### config.mk
export PLATFORM = sky130hd
export DESIGN_NAME = pbi_pin_bank_irq
export DESIGN_NICKNAME = d
export VERILOG_FILES = /design/src/hdl/pbi_pkg.sv /design/src/hdl/pbi_sample_tick.sv /design/src/hdl/pbi_pin_bank_irq.sv
export SDC_FILE = /design/constraint.sdc
export NUM_CORES = 1
export LEC_CHECK = 0
export BUFFER_PORTS_ARGS = -buffer_cell sky130_fd_sc_hd__buf_2
export CORE_ASPECT_RATIO = 2
export CORE_MARGIN = 3
export CORE_UTILIZATION = 45
export CTS_CLUSTER_DIAMETER = 30
export DETAILED_ROUTE_END_ITERATION = 8
export GPL_TIMING_DRIVEN = 0
export RECOVER_POWER = 50
export SETUP_SLACK_MARGIN = 0.1
export SYNTH_ARGS = -nofsm -noshare
export SYNTH_HDL_FRONTEND = slang
export SYNTH_SLANG_ARGS = --single-unit
### constraint.sdc
create_clock -name clk -period 3.2 [get_ports clk]
set_input_delay 0.48 -clock clk [delete_from_list [all_inputs] [get_ports clk]]
set_output_delay 0.48 -clock clk [all_outputs]
set_load 0.05 [all_outputs]
### src/hdl/pbi_pkg.sv
// constants and types shared by the pin bank interrupt block
package pbi_pkg;

	// ----------------------------------------------------------------
	// bus geometry
	// ----------------------------------------------------------------
	localparam int ADDR_W = 12;
	localparam int DATA_W = 32;

	// ----------------------------------------------------------------
	// register byte offsets
	// ----------------------------------------------------------------
	localparam logic [11:0] OFS_B_TRIG_CFG0 = 12'h220;
	localparam logic [11:0] OFS_B_TRIG_CFG1 = 12'h224;
	localparam logic [11:0] OFS_B_ENABLE = 12'h230;
	localparam logic [11:0] OFS_B_PENDING = 12'h234;
	localparam logic [11:0] OFS_B_DEBOUNCE = 12'h238;
	localparam logic [11:0] OFS_C_TRIG_CFG0 = 12'h240;
	localparam logic [11:0] OFS_C_ENABLE = 12'h250;
	localparam logic [11:0] OFS_C_PENDING = 12'h254;
	localparam logic [11:0] OFS_C_DEBOUNCE = 12'h258;
	localparam logic [11:0] OFS_D_TRIG_CFG0 = 12'h260;

	// ----------------------------------------------------------------
	// field layout and reset values
	// ----------------------------------------------------------------
	localparam int B_LINES_DOC = 13;
	localparam int C_LINES_DOC = 8;
	localparam int MODE_W = 4;
	localparam int MODES_PER_WORD = 8;
	localparam int DEB_EXP_LSB = 4;
	localparam int DEB_EXP_W = 3;
	localparam int DEB_SRC_BIT = 0;
	localparam int DEB_W = 4;
	localparam logic [31:0] REG_RESET = 32'h0000_0000;

	// ----------------------------------------------------------------
	// timing
	// ----------------------------------------------------------------
	localparam int SYNC_STAGES = 3;
	localparam int DIV_W = 7;

	typedef enum logic [3:0] {
		TRIG_RISE = 4'b0000,
		TRIG_FALL = 4'b0001,
		TRIG_HIGH = 4'b0010,
		TRIG_LOW = 4'b0011,
		TRIG_BOTH = 4'b0100
	} pbi_trig_type;

endpackage

### src/hdl/pbi_sample_tick.sv
// sampling tick generator: oscillator select and power-of-two prescaler
`timescale 1ns/1ps
`default_nettype none

module pbi_sample_tick (
	input wire logic clk,
	input wire logic nrst,
	input wire logic slow_oscillator,
	input wire logic fast_oscillator,
	input wire logic sample_clock_source,
	input wire logic [pbi_pkg::DEB_EXP_W-1:0] sample_clock_divider_exp,
	output logic tick
);

	// ----------------------------------------------------------------
	// oscillator synchronisers, bit 0 slow, bit 1 fast
	// ----------------------------------------------------------------
	logic [1:0] s1_q, s2_q, s3_q, filt_q, prev_q;
	logic [1:0] filt_d;
	logic [pbi_pkg::DIV_W-1:0] div_q, div_d, limit;
	logic tick_q, tick_d, edge_sel;

	always_comb begin
		// a change counts only once the last two stages agree
		filt_d = (s2_q & s3_q) | (filt_q & (s2_q ^ s3_q));
		edge_sel = sample_clock_source ? (filt_q[1] & ~prev_q[1]) :
			(filt_q[0] & ~prev_q[0]);
		limit = pbi_pkg::DIV_W'((32'd1 << sample_clock_divider_exp) - 32'd1);
		div_d = div_q;
		tick_d = 1'b0;
		if (edge_sel) begin
			if (div_q >= limit) begin
				div_d = '0;
				tick_d = 1'b1;
			end else begin
				div_d = div_q + 1'b1;
			end
		end
	end

	always_ff @(posedge clk) begin
		if (!nrst) begin
			s1_q <= 2'h0;
			s2_q <= 2'h0;
			s3_q <= 2'h0;
			filt_q <= 2'h0;
			prev_q <= 2'h0;
			div_q <= '0;
			tick_q <= 1'b0;
		end else begin
			s1_q <= {fast_oscillator, slow_oscillator};
			s2_q <= s1_q;
			s3_q <= s2_q;
			filt_q <= filt_d;
			prev_q <= filt_q;
			div_q <= div_d;
			tick_q <= tick_d;
		end
	end

	assign tick = tick_q;

endmodule

`default_nettype wire

### src/hdl/pbi_pin_bank_irq.sv
// external interrupt detection for two pin banks with an apb register port
//
// Functional notes
// - Trigger code 0 is rising edge, 1 falling, 2 high level, 3 low level, 4 both edges, others none.
// - Each line has a 4-bit trigger field, eight to a word, line zero in the lowest nibble.
// - Each line has a read-write enable bit at its line number, cleared by reset.
// - Each line has a pending flag at its line number, set while a request waits, clear at reset.
// - Writing 1 to a pending bit clears it and writing 0 leaves it as it is.
// - The sampling clock is divided by two to the power of debounce bits 6 to 4.
// - The eight-line bank sits at 0x240 trigger, 0x250 enable, 0x254 pending, 0x258 debounce.
// - The first bank has thirteen lines, 0 to 12, each with enable and pending bits.
`timescale 1ns/1ps
`default_nettype none

module pbi_pin_bank_irq #(
	parameter int B_LINES = pbi_pkg::B_LINES_DOC,
	parameter int C_LINES = pbi_pkg::C_LINES_DOC
) (
	input wire logic clk,
	input wire logic nrst,
	input wire logic psel,
	input wire logic penable,
	input wire logic pwrite,
	input wire logic [pbi_pkg::ADDR_W-1:0] paddr,
	input wire logic [pbi_pkg::DATA_W-1:0] pwdata,
	output logic [pbi_pkg::DATA_W-1:0] prdata,
	output logic pready,
	output logic pslverr,
	input wire logic slow_oscillator,
	input wire logic fast_oscillator,
	input wire logic [B_LINES-1:0] bank_b_pins,
	input wire logic [C_LINES-1:0] bank_c_pins,
	output logic irq_bank_b,
	output logic irq_bank_c,
	output logic irq
);

	localparam int N = B_LINES + C_LINES;

	// ----------------------------------------------------------------
	// elaboration checks
	// ----------------------------------------------------------------
	// bank b has two trigger words, bank c one
	generate
		if (B_LINES < 9 || B_LINES > 16) begin : g_bad_b
			$error("bank b line count must lie between 9 and 16");
		end
		if (C_LINES < 1 || C_LINES > 8) begin : g_bad_c
			$error("bank c line count must lie between 1 and 8");
		end
	endgenerate

	// ----------------------------------------------------------------
	// helpers
	// ----------------------------------------------------------------
	// writable nibbles of trigger word w for a bank with n lines
	function automatic logic [31:0] cfg_mask(input int n, input int w);
		logic [31:0] m;
		m = 32'h0000_0000;
		for (int k = 0; k < pbi_pkg::MODES_PER_WORD; k++) begin
			if (w * pbi_pkg::MODES_PER_WORD + k < n) begin
				m[k*pbi_pkg::MODE_W +: pbi_pkg::MODE_W] = 4'hF;
			end
		end
		return m;
	endfunction

	// trigger decision between the newly sampled level and the last one
	function automatic logic trig_hit(input logic [3:0] mode, input logic now,
		input logic last);
		logic h;
		h = 1'b0;
		case (mode)
			pbi_pkg::TRIG_RISE: h = now & ~last;
			pbi_pkg::TRIG_FALL: h = ~now & last;
			pbi_pkg::TRIG_HIGH: h = now;
			pbi_pkg::TRIG_LOW: h = ~now;
			pbi_pkg::TRIG_BOTH: h = now ^ last;
			default: h = 1'b0;
		endcase
		return h;
	endfunction

	localparam logic [31:0] B_CFG0_MASK = cfg_mask(B_LINES, 0);
	localparam logic [31:0] B_CFG1_MASK = cfg_mask(B_LINES, 1);
	localparam logic [31:0] C_CFG0_MASK = cfg_mask(C_LINES, 0);

	// ----------------------------------------------------------------
	// register state
	// ----------------------------------------------------------------
	logic [31:0] b_cfg0_q, b_cfg0_d, b_cfg1_q, b_cfg1_d;
	logic [31:0] c_cfg0_q, c_cfg0_d, d_cfg0_q, d_cfg0_d;
	logic [B_LINES-1:0] b_en_q, b_en_d;
	logic [C_LINES-1:0] c_en_q, c_en_d;
	logic [pbi_pkg::DEB_W-1:0] b_deb_q, b_deb_d, c_deb_q, c_deb_d;
	logic [N-1:0] pend_q, pend_d;
	logic [31:0] prdata_q, prdata_d;
	logic err_q, err_d;

	// ----------------------------------------------------------------
	// pin synchronisers and samples
	// ----------------------------------------------------------------
	logic [N-1:0] s1_q, s2_q, s3_q, filt_q, filt_d;
	logic [N-1:0] samp_q, samp_d;
	logic [N-1:0] line_tick, line_en, line_set, line_clr;
	logic [N*pbi_pkg::MODE_W-1:0] line_mode;
	logic tick_b, tick_c;

	// ----------------------------------------------------------------
	// bus decode
	// ----------------------------------------------------------------
	logic setup, wr, hit;
	logic [31:0] rd_val;

	assign setup = psel & ~penable;
	assign wr = psel & penable & pwrite;

	always_comb begin
		hit = 1'b1;
		rd_val = pbi_pkg::REG_RESET;
		case (paddr)
			pbi_pkg::OFS_B_TRIG_CFG0: rd_val = b_cfg0_q;
			pbi_pkg::OFS_B_TRIG_CFG1: rd_val = b_cfg1_q;
			pbi_pkg::OFS_B_ENABLE: rd_val = 32'(b_en_q);
			pbi_pkg::OFS_B_PENDING: rd_val = 32'(pend_q[B_LINES-1:0]);
			pbi_pkg::OFS_B_DEBOUNCE: rd_val = 32'(b_deb_q[3:1]) << pbi_pkg::DEB_EXP_LSB |
				32'(b_deb_q[0]);
			pbi_pkg::OFS_C_TRIG_CFG0: rd_val = c_cfg0_q;
			pbi_pkg::OFS_C_ENABLE: rd_val = 32'(c_en_q);
			pbi_pkg::OFS_C_PENDING: rd_val = 32'(pend_q[N-1:B_LINES]);
			pbi_pkg::OFS_C_DEBOUNCE: rd_val = 32'(c_deb_q[3:1]) << pbi_pkg::DEB_EXP_LSB |
				32'(c_deb_q[0]);
			pbi_pkg::OFS_D_TRIG_CFG0: rd_val = d_cfg0_q;
			default: hit = 1'b0;
		endcase
	end

	// read data and error are captured in setup, so the access phase has them at once
	always_comb begin
		prdata_d = prdata_q;
		err_d = err_q;
		if (setup) begin
			prdata_d = rd_val;
			err_d = ~hit;
		end
	end

	// ----------------------------------------------------------------
	// configuration registers
	// ----------------------------------------------------------------
	always_comb begin
		b_cfg0_d = b_cfg0_q;
		b_cfg1_d = b_cfg1_q;
		c_cfg0_d = c_cfg0_q;
		d_cfg0_d = d_cfg0_q;
		b_en_d = b_en_q;
		c_en_d = c_en_q;
		b_deb_d = b_deb_q;
		c_deb_d = c_deb_q;
		if (wr) begin
			case (paddr)
				pbi_pkg::OFS_B_TRIG_CFG0: b_cfg0_d = pwdata & B_CFG0_MASK;
				pbi_pkg::OFS_B_TRIG_CFG1: b_cfg1_d = pwdata & B_CFG1_MASK;
				pbi_pkg::OFS_C_TRIG_CFG0: c_cfg0_d = pwdata & C_CFG0_MASK;
				pbi_pkg::OFS_D_TRIG_CFG0: d_cfg0_d = pwdata;
				pbi_pkg::OFS_B_ENABLE: b_en_d = pwdata[B_LINES-1:0];
				pbi_pkg::OFS_C_ENABLE: c_en_d = pwdata[C_LINES-1:0];
				pbi_pkg::OFS_B_DEBOUNCE: b_deb_d = {
					pwdata[pbi_pkg::DEB_EXP_LSB +: pbi_pkg::DEB_EXP_W],
					pwdata[pbi_pkg::DEB_SRC_BIT]};
				pbi_pkg::OFS_C_DEBOUNCE: c_deb_d = {
					pwdata[pbi_pkg::DEB_EXP_LSB +: pbi_pkg::DEB_EXP_W],
					pwdata[pbi_pkg::DEB_SRC_BIT]};
				default: begin
				end
			endcase
		end
	end

	always_ff @(posedge clk) begin
		if (!nrst) begin
			b_cfg0_q <= pbi_pkg::REG_RESET;
			b_cfg1_q <= pbi_pkg::REG_RESET;
			c_cfg0_q <= pbi_pkg::REG_RESET;
			d_cfg0_q <= pbi_pkg::REG_RESET;
			b_en_q <= '0;
			c_en_q <= '0;
			b_deb_q <= '0;
			c_deb_q <= '0;
			prdata_q <= pbi_pkg::REG_RESET;
			err_q <= 1'b0;
		end else begin
			b_cfg0_q <= b_cfg0_d;
			b_cfg1_q <= b_cfg1_d;
			c_cfg0_q <= c_cfg0_d;
			d_cfg0_q <= d_cfg0_d;
			b_en_q <= b_en_d;
			c_en_q <= c_en_d;
			b_deb_q <= b_deb_d;
			c_deb_q <= c_deb_d;
			prdata_q <= prdata_d;
			err_q <= err_d;
		end
	end

	// ----------------------------------------------------------------
	// sampling ticks, one per bank
	// ----------------------------------------------------------------
	pbi_sample_tick u_tick_b (
		.clk(clk),
		.nrst(nrst),
		.slow_oscillator(slow_oscillator),
		.fast_oscillator(fast_oscillator),
		.sample_clock_source(b_deb_q[0]),
		.sample_clock_divider_exp(b_deb_q[3:1]),
		.tick(tick_b)
	);

	pbi_sample_tick u_tick_c (
		.clk(clk),
		.nrst(nrst),
		.slow_oscillator(slow_oscillator),
		.fast_oscillator(fast_oscillator),
		.sample_clock_source(c_deb_q[0]),
		.sample_clock_divider_exp(c_deb_q[3:1]),
		.tick(tick_c)
	);

	// ----------------------------------------------------------------
	// per-line view: bank b in the low lines, bank c above
	// ----------------------------------------------------------------
	assign line_tick = {{C_LINES{tick_c}}, {B_LINES{tick_b}}};
	assign line_en = {c_en_q, b_en_q};
	assign line_mode = {c_cfg0_q[C_LINES*pbi_pkg::MODE_W-1:0],
		b_cfg1_q[(B_LINES-pbi_pkg::MODES_PER_WORD)*pbi_pkg::MODE_W-1:0],
		b_cfg0_q};

	// write-one-to-clear strobes from the two pending registers
	assign line_clr = {
		(wr && paddr == pbi_pkg::OFS_C_PENDING) ? pwdata[C_LINES-1:0] : {C_LINES{1'b0}},
		(wr && paddr == pbi_pkg::OFS_B_PENDING) ? pwdata[B_LINES-1:0] : {B_LINES{1'b0}}
	};

	// ----------------------------------------------------------------
	// per-line detection
	// ----------------------------------------------------------------
	// a disabled line does not latch events; level modes re-set on every tick
	// while the level holds, so a clear only sticks once the level is gone
	genvar gi;
	generate
		for (gi = 0; gi < N; gi++) begin : g_line
			always_comb begin
				filt_d[gi] = (s2_q[gi] == s3_q[gi]) ? s2_q[gi] : filt_q[gi];
				samp_d[gi] = line_tick[gi] ? filt_q[gi] : samp_q[gi];
				line_set[gi] = line_tick[gi] & line_en[gi] &
					trig_hit(line_mode[gi*pbi_pkg::MODE_W +: pbi_pkg::MODE_W],
					filt_q[gi], samp_q[gi]);
				// a set in the same cycle as its clear wins
				pend_d[gi] = line_set[gi] | (pend_q[gi] & ~line_clr[gi]);
			end
		end
	endgenerate

	always_ff @(posedge clk) begin
		if (!nrst) begin
			s1_q <= '0;
			s2_q <= '0;
			s3_q <= '0;
			filt_q <= '0;
			samp_q <= '0;
			pend_q <= '0;
		end else begin
			s1_q <= {bank_c_pins, bank_b_pins};
			s2_q <= s1_q;
			s3_q <= s2_q;
			filt_q <= filt_d;
			samp_q <= samp_d;
			pend_q <= pend_d;
		end
	end

	// ----------------------------------------------------------------
	// outputs
	// ----------------------------------------------------------------
	assign irq_bank_b = |(pend_q[B_LINES-1:0] & b_en_q);
	assign irq_bank_c = |(pend_q[N-1:B_LINES] & c_en_q);
	assign irq = irq_bank_b | irq_bank_c;
	assign pready = 1'b1;
	assign prdata = prdata_q;
	assign pslverr = err_q;

endmodule

`default_nettype wire

==> run summary, run 1 <==
Yosys cell types = 66
Synth top area share = 0.4364
Die W = 136.5 µm
YS warnings = 0
Total Routed Length = 50.89 mm
post-layout min period = 3004 ps
gp weighted congestion = 0.9577
Fill cells = 3237
core area = 33640 µm²
sequential power share = 0.446
hpwl dp = 39.00 mm
clock-pin slew on the worst setup and hold paths = 60 ps
num ports = 109
Max Freq = 332.9 MHz
CP endpoint kind = flip-flop
Via Count = 13684
Via density = 5.659
DR pass1 iterations = 8
Worst Path Arrival = 3480 ps
Async SR Flop Fraction = 0
final net count = 2081
setup bufs post-CTS = 0
drt drc = 0
Pwr Total = 9.429 mW
CTS tree = yes
status = finished, final reports clean
Crit Path Max Fanout = 10
grt total ovfl = 0
top_reg_cell synth = dfxtp_1
Worst slew margin = 0.1924
Switching Share = 0.2452
leakage power total = 6.320 nW
H-tree lvl count = 2
Area Overhead vs Synth = 15.95%
Seq/Total Area, Yosys = 0.4364
Synth Instances = 1801
Die Y = 267.0 µm
leading post-synthesis cells by cell area = dfxtp_1 44%, nand2_1 8.0%, ha_1 5.1%
CP Launch Type = input port
leading cell type in the layout, fill and taps excluded = dfxtp_1
share of cells above drive strength 1 = 0.09793
Rows = 95
Hold Vio Cnt, Final = 0
synthesized area = 15320 µm²
EDFF count, synth = 0
Switching Power = 2.312 mW
peak supply drop = 375.2 µV
Worst-Margin Slew = 1195 ps
Cell Pwr Density = 530.7 nW/µm²
largest net degree at the start of global routing = 16
Routed Antenna Nets = 0
clk sinks = 334
most frequent cells in the layout = 334 x dfxtp_1, 328 x nand2_1, 142 x o21ai_0
Tcrit/Tclk final = 0.9387
Seq cells post-synth = 334
combinational power share = 0.037
RSZ-0062 raised after global routing = no
worst slack at placement = 69.41 ps
Clock Skews = 23.74 ps
Starting Density = 0.4555
Clock power frac = 0.517
worst setup margin = 196.2 ps
worst-skew pair later-pin latency = 550 ps
Yosys top cell by area = dfxtp_1
critical path class = in2reg
Int Power = 7.117 mW
die area = 36430 µm²
Final Setup Violations = 0
Max Cap Viol = 0
hold crit path type = in2reg
initial DRC count = 955
GR Util All Layers = 0.2749
Avg Inst Size Synth = 8.508 µm²
TritonCTS Buffers = 44
IO Port Bufs = 100
Setup TNS = 0 ps
CP required = 3670 ps
first-pass GRT wire length = 75.78 mm
Slew Limit Fails = 0
Synth Net Count = 1935
Routed wire per std cell = 21.05 µm
Max Root-Sink Buffers = 3
antenna violations before repair = 1
Root Driver = clkbuf_16
vias in the first global route = 13087
-- synth_stat cells (5+ instances only) --
master,n
a211o_1,21
a211oi_1,45
a21boi_0,56
a21o_1,6
a21oi_1,103
a222oi_1,8
a22oi_1,15
and2_1,79
and3_1,13
buf_1,8
buf_2,17
clkbuf_1,80
clkbuf_2,7
dfxtp_1,334
ha_1,62
inv_1,50
mux2_2,16
mux2i_1,72
nand2_1,328
nand3_1,81
nor2_1,62
nor2b_1,42
nor3_1,29
nor4_1,6
o2111ai_1,8
o211a_1,5
o21a_1,22
o21ai_0,142
xnor2_1,14
-- worst paths after layout --
path | cells past startpoint | slack [ps] | end | startpoint
worst max-delay path | 6 | 200 | prdata[13]$_SDFFE_PN0P_ | paddr[11]
worst min-delay path | 2 | 140 | s1_q[1]$_SDFF_PN0_ | bank_b_pins[1]
worst max register to register | 12 | 310 | u_tick_c.tick$_SDFF_PN0_ | c_deb_q[1]$_SDFFE_PN0P_
worst min register to register | 1 | 430 | s2_q[17]$_SDFF_PN0_ | s1_q[17]$_SDFF_PN0_
-- layer usage --
metal	wire [µm]	global-route usage	vias to the layer above
met3	2766	0.04055	166
met5	0	0	-
li1	-	-	6552
met1	18000	0.2901	6461
met2	25710	0.4844	505
met4	4423	0.2051	0
-- sequential cells by signal (all words and copies together) (netlist names), 8 cells and up --
name	count
b_cfg0_q	32
b_cfg1_q	20
b_en_q	13
c_cfg0_q	32
c_en_q	8
d_cfg0_q	32
filt_q	21
pend_q	21
prdata	32
s1_q	21
s2_q	21
s3_q	21
samp_q	21
-- kinds of logic (layout without fill, tap and decap cells) --
group,Yosys count,in the layout,synth area share
AOI/OAI and AO/OA,452,452,0.1863
adders and majority gates,62,62,0.05063
buffers and inverters,168,348,0.04508
and+or+nand+nor,678,678,0.2104
muxes,90,90,0.06173
other,1,2,0.0002447
DFF,334,334,0.4364
xor gates and xnor gates,16,16,0.009146
-- power groups by stage --
stage / clock (mW) / sequential, mW / combinational (mW)
6_report: 4.87 / 4.21 / 0.348
5_1_grt: 5.13 / 4.21 / 0.367
4_1_cts: 4.94 / 4.21 / 0.349
3_5_place_dp: 0 / 4.30 / 0.348
3_3_place_gp: 0 / 4.30 / 0.345
2_1_floorplan: 0 / 4.30 / 0.168
-- layout make-up --
class / instances / area [µm²] / share of cell area
Inverter: 50 / 187.7 / 0.01056
Buffer: 118 / 494.2 / 0.02782
Sequential cell: 334 / 6686 / 0.3764
Timing Repair Buffer: 100 / 456.7 / 0.02571
Clock buffer: 51 / 1189 / 0.06691
Clock inverter: 29 / 262.8 / 0.01479
Multi-Input combinational cell: 1299 / 7941 / 0.4470
Antenna cell: 1 / 2.502 / 0.0001409
Tap cell: 436 / 545.5 / 0.03071
-- per-stage QoR --
stage / hold slack [ps] / instances / utilization / area, µm²
after floorplan: 411.9 / 1801 / - / 15320
after global placement: 414.3 / 2337 / 0.4866 / 16370
after detailed placement: 416.9 / 2337 / 0.4866 / 16370
after CTS: 117.2 / 2417 / 0.5297 / 17820
after global routing: 127.9 / 2418 / 0.5281 / 17770
final: 135.6 / 2418 / 0.5281 / 17770
-- what timing repair did --
item | in CTS | in global routing
endpoints found under the setup margin | 0 | 6
hold buffers | 0 | 0
gates resized for setup | 0 | 2
-- worst max-delay path, stage by stage --
cell	delay (ps)
buf_2	100
nor4b_1	1000
nand4_1	800
nor2_1	650
a221oi_1	230
o21ai_0	210
No activity file was read; power rests on OpenSTA's default activity.
==> run 2: changes to the inputs <==
--- a/config.mk
+++ b/config.mk
@@ -5,6 +5,7 @@
 export SDC_FILE = /design/constraint.sdc
 export NUM_CORES = 1
 export LEC_CHECK = 0
+export ABC_AREA = 1
 export BUFFER_PORTS_ARGS = -buffer_cell sky130_fd_sc_hd__buf_2
 export CORE_ASPECT_RATIO = 2
 export CORE_MARGIN = 3
==> run 2 against run 1 <==
  * Cell count rose by 6.7%
  * Die area down 2.6%
  * Critical path depth is 8 higher
  * Combinational power is essentially flat
  * Maximum frequency increased by 6.1%
  * Synthesized area down 2.7%
  * Worst hold slack got worse by 31 ps
  * Setup slack gained 170 ps
  * Non-clock buffer count fell by 23
  * Count of clock-buffer cells in the layout unchanged
  * Sequential power about the same
  * First-iteration DRC count fell by 6.7%
==> run summary, run 2 <==
status = finished, final reports clean
Critical R2R Capture = u_tick_c.div_q[0]$_SDFFE_PN0P_
Fill cells = 3220
TritonCTS Buffers = 47
core area = 32460 µm²
met2 wire length = 26.63 mm
most common cell in the synthesized netlist = dfxtp_1
leakage power total = 6.948 nW
Seq/Total Area, Yosys = 0.4485
IO Port Bufs = 106
YS warnings = 0
met3 WL post-DR = 2.649 mm
die area = 35480 µm²
Via density = 5.485
Seq cells post-synth = 334
critical path class = reg2reg
Area Overhead vs Synth = 16.91%
Max Cap Viol = 0
Die W = 134.7 µm
final net count = 2253
initial DRC count = 891
Max Freq = 353.2 MHz
worst-skew pair later-pin latency = 570 ps
num ports = 109
worst setup margin = 368.9 ps
CP Launch Type = flip-flop
Yosys cell types = 42
Worst slew margin = 0.1100
RSZ-0062 raised after global routing = no
Max Root-Sink Buffers = 3
leading cell type in the layout, fill and taps excluded = dfxtp_1
peak supply drop = 437.9 µV
Rows = 93
Hold Path Depth = 3
Slew Limit Fails = 0
top post-synthesis cells by count = 334 x dfxtp_1, 300 x inv_1, 255 x a21oi_1, 237 x nand2_1, 224 x o21ai_0
Via Count = 14158
WL met1 = 18.72 mm
Die Y = 263.4 µm
clock-pin slew on the worst setup and hold paths = 60 ps
Total Routed Length = 51.99 mm
GR Util All Layers = 0.2889
clk sinks = 334
Top Layer Used = met4
Synth Instances = 1964
drt drc = 0
Synth top area share = 0.4485
# hold bufs at CTS = 0
Starting Density = 0.4592
setup bufs post-CTS = 0
H-tree lvl count = 2
top_reg_cell synth = dfxtp_1
Setup TNS = 0 ps
Yosys top cell by area = dfxtp_1
Routed Antenna Nets = 0
synthesized area = 14910 µm²
final core occ = 0.5369
first-pass GRT wire length = 78.63 mm
antenna violations before repair = 0
hpwl dp = 39.42 mm
Tcrit/Tclk final = 0.8847
final hold slack = 104.2 ps
Cell Pwr Density = 560.2 nW/µm²
largest net degree at the start of global routing = 15
gp weighted congestion = 0.9660
post-layout min period = 2831 ps
CP required = 3680 ps
Routed wire per std cell = 20.14 µm
worst slack at placement = 260.6 ps
Root Driver = clkbuf_16
worst r2r src = c_deb_q[1]$_SDFFE_PN0P_
most frequent cells in the layout = 333 x dfxtp_1, 300 x inv_1, 255 x a21oi_1
EDFF count, synth = 0
Hold Vio Cnt, Final = 0
Worst-Margin Slew = 1330 ps
worst r2r path cells = 14
DR pass1 iterations = 5
CTS tree = yes
CP endpoint kind = flip-flop
Crit Path Max Fanout = 7
Final Setup Violations = 0
Avg Inst Size Synth = 7.591 µm²
Clock Skews = 22.33 ps
share of cells above drive strength 1 = 0.09754
R2R Setup Slk = 370 ps
WHS Endpoint = s1_q[1]$_SDFF_PN0_
Async SR Flop Fraction = 0
vias in the first global route = 13962
Pwr Total = 9.764 mW
Worst Path Arrival = 3310 ps
grt total ovfl = 0
hold path startpoint = bank_b_pins[1]
leading post-synthesis cells by cell area = dfxtp_1 45%, a21oi_1 8.6%, inv_1 7.6%
hold crit path type = in2reg
# resized after CTS = 0
Synth Net Count = 2098
-- run 2: area by class of cell --
type	count	area, µm²	area share
Antenna cell	1	2.502	0.0001436
Buffer	89	416.7	0.02391
Clock buffer	51	1221	0.07006
Clock inverter	32	336.6	0.01931
Inverter	309	1162	0.06669
Multi-Input combinational cell	1232	6580	0.3775
Sequential cell	334	6688	0.3837
Tap cell	427	534.3	0.03065
Timing Repair Buffer	106	488.0	0.02800
-- run 2: where the power goes --
| part | internal [mW] | total [mW] | switching [mW] |
|---|---|---|---|
| logic | 0.0898 | 0.345 | 0.255 |
| clock network | 3.08 | 5.21 | 2.13 |
| registers | 4.20 | 4.21 | 0.0152 |
| total | 7.36 | 9.76 | 2.40 |
-- run 2: critical path, stage by stage (launching register included) --
cell and delay [ps]:
dfxtp_1 520, nor2_1 110, nand2_1 120, ha_1 190, o21ai_0 150, a21oi_1 190
xor2_1 180, ha_1 280, nand2_1 80, nor2_1 40, a211oi_1 220, o21ai_0 220
nand2_1 100, nand2_1 160, a21oi_1 190
-- run 2: kinds of logic after synthesis --
kind of cell | after synthesis | share of synthesized area
muxes | 1 | 0.0006714
and+or+nand+nor | 542 | 0.1610
xor gates and xnor gates | 14 | 0.008224
AOI/OAI and AO/OA | 612 | 0.2230
other | 1 | 0.0002515
buffers and inverters | 398 | 0.1063
adders and majority gates | 62 | 0.05203
DFF | 334 | 0.4485
-- run 2: layer usage --
layer / track usage / up-vias
met4: 0.2019 / 0
met1: 0.3017 / 6683
met3: 0.04340 / 177
met2: 0.5186 / 456
met5: 0 / -
li1: - / 6842
-- run 2: how the worst max path moves through the flow --
stage,from,endpoint,slack [ps],cells after the start
final,c_deb_q[1]$_SDFFE_PN0P_,u_tick_c.div_q[0]$_SDFFE_PN0P_,370,14
after global routing,c_deb_q[2]$_SDFFE_PN0P_,u_tick_c.div_q[0]$_SDFFE_PN0P_,100,14
after detailed placement,c_deb_q[3]$_SDFFE_PN0P_,u_tick_c.div_q[0]$_SDFFE_PN0P_,260,14
after CTS,c_deb_q[3]$_SDFFE_PN0P_,u_tick_c.div_q[0]$_SDFFE_PN0P_,250,14
after floorplan,c_deb_q[3]$_SDFFE_PN0P_,u_tick_c.div_q[0]$_SDFFE_PN0P_,1030,14
after global placement,c_deb_q[3]$_SDFFE_PN0P_,u_tick_c.div_q[0]$_SDFFE_PN0P_,280,14
-- run 2: metrics by stage --
| stage | cell area, µm² | std cells |
|---|---|---|
| final | 17430 | 2581 |
| after detailed placement | 15970 | 2497 |
| after CTS | 17530 | 2580 |
| after global routing | 17430 | 2580 |
| after global placement | 15970 | 2497 |
| after floorplan | 14910 | 1964 |
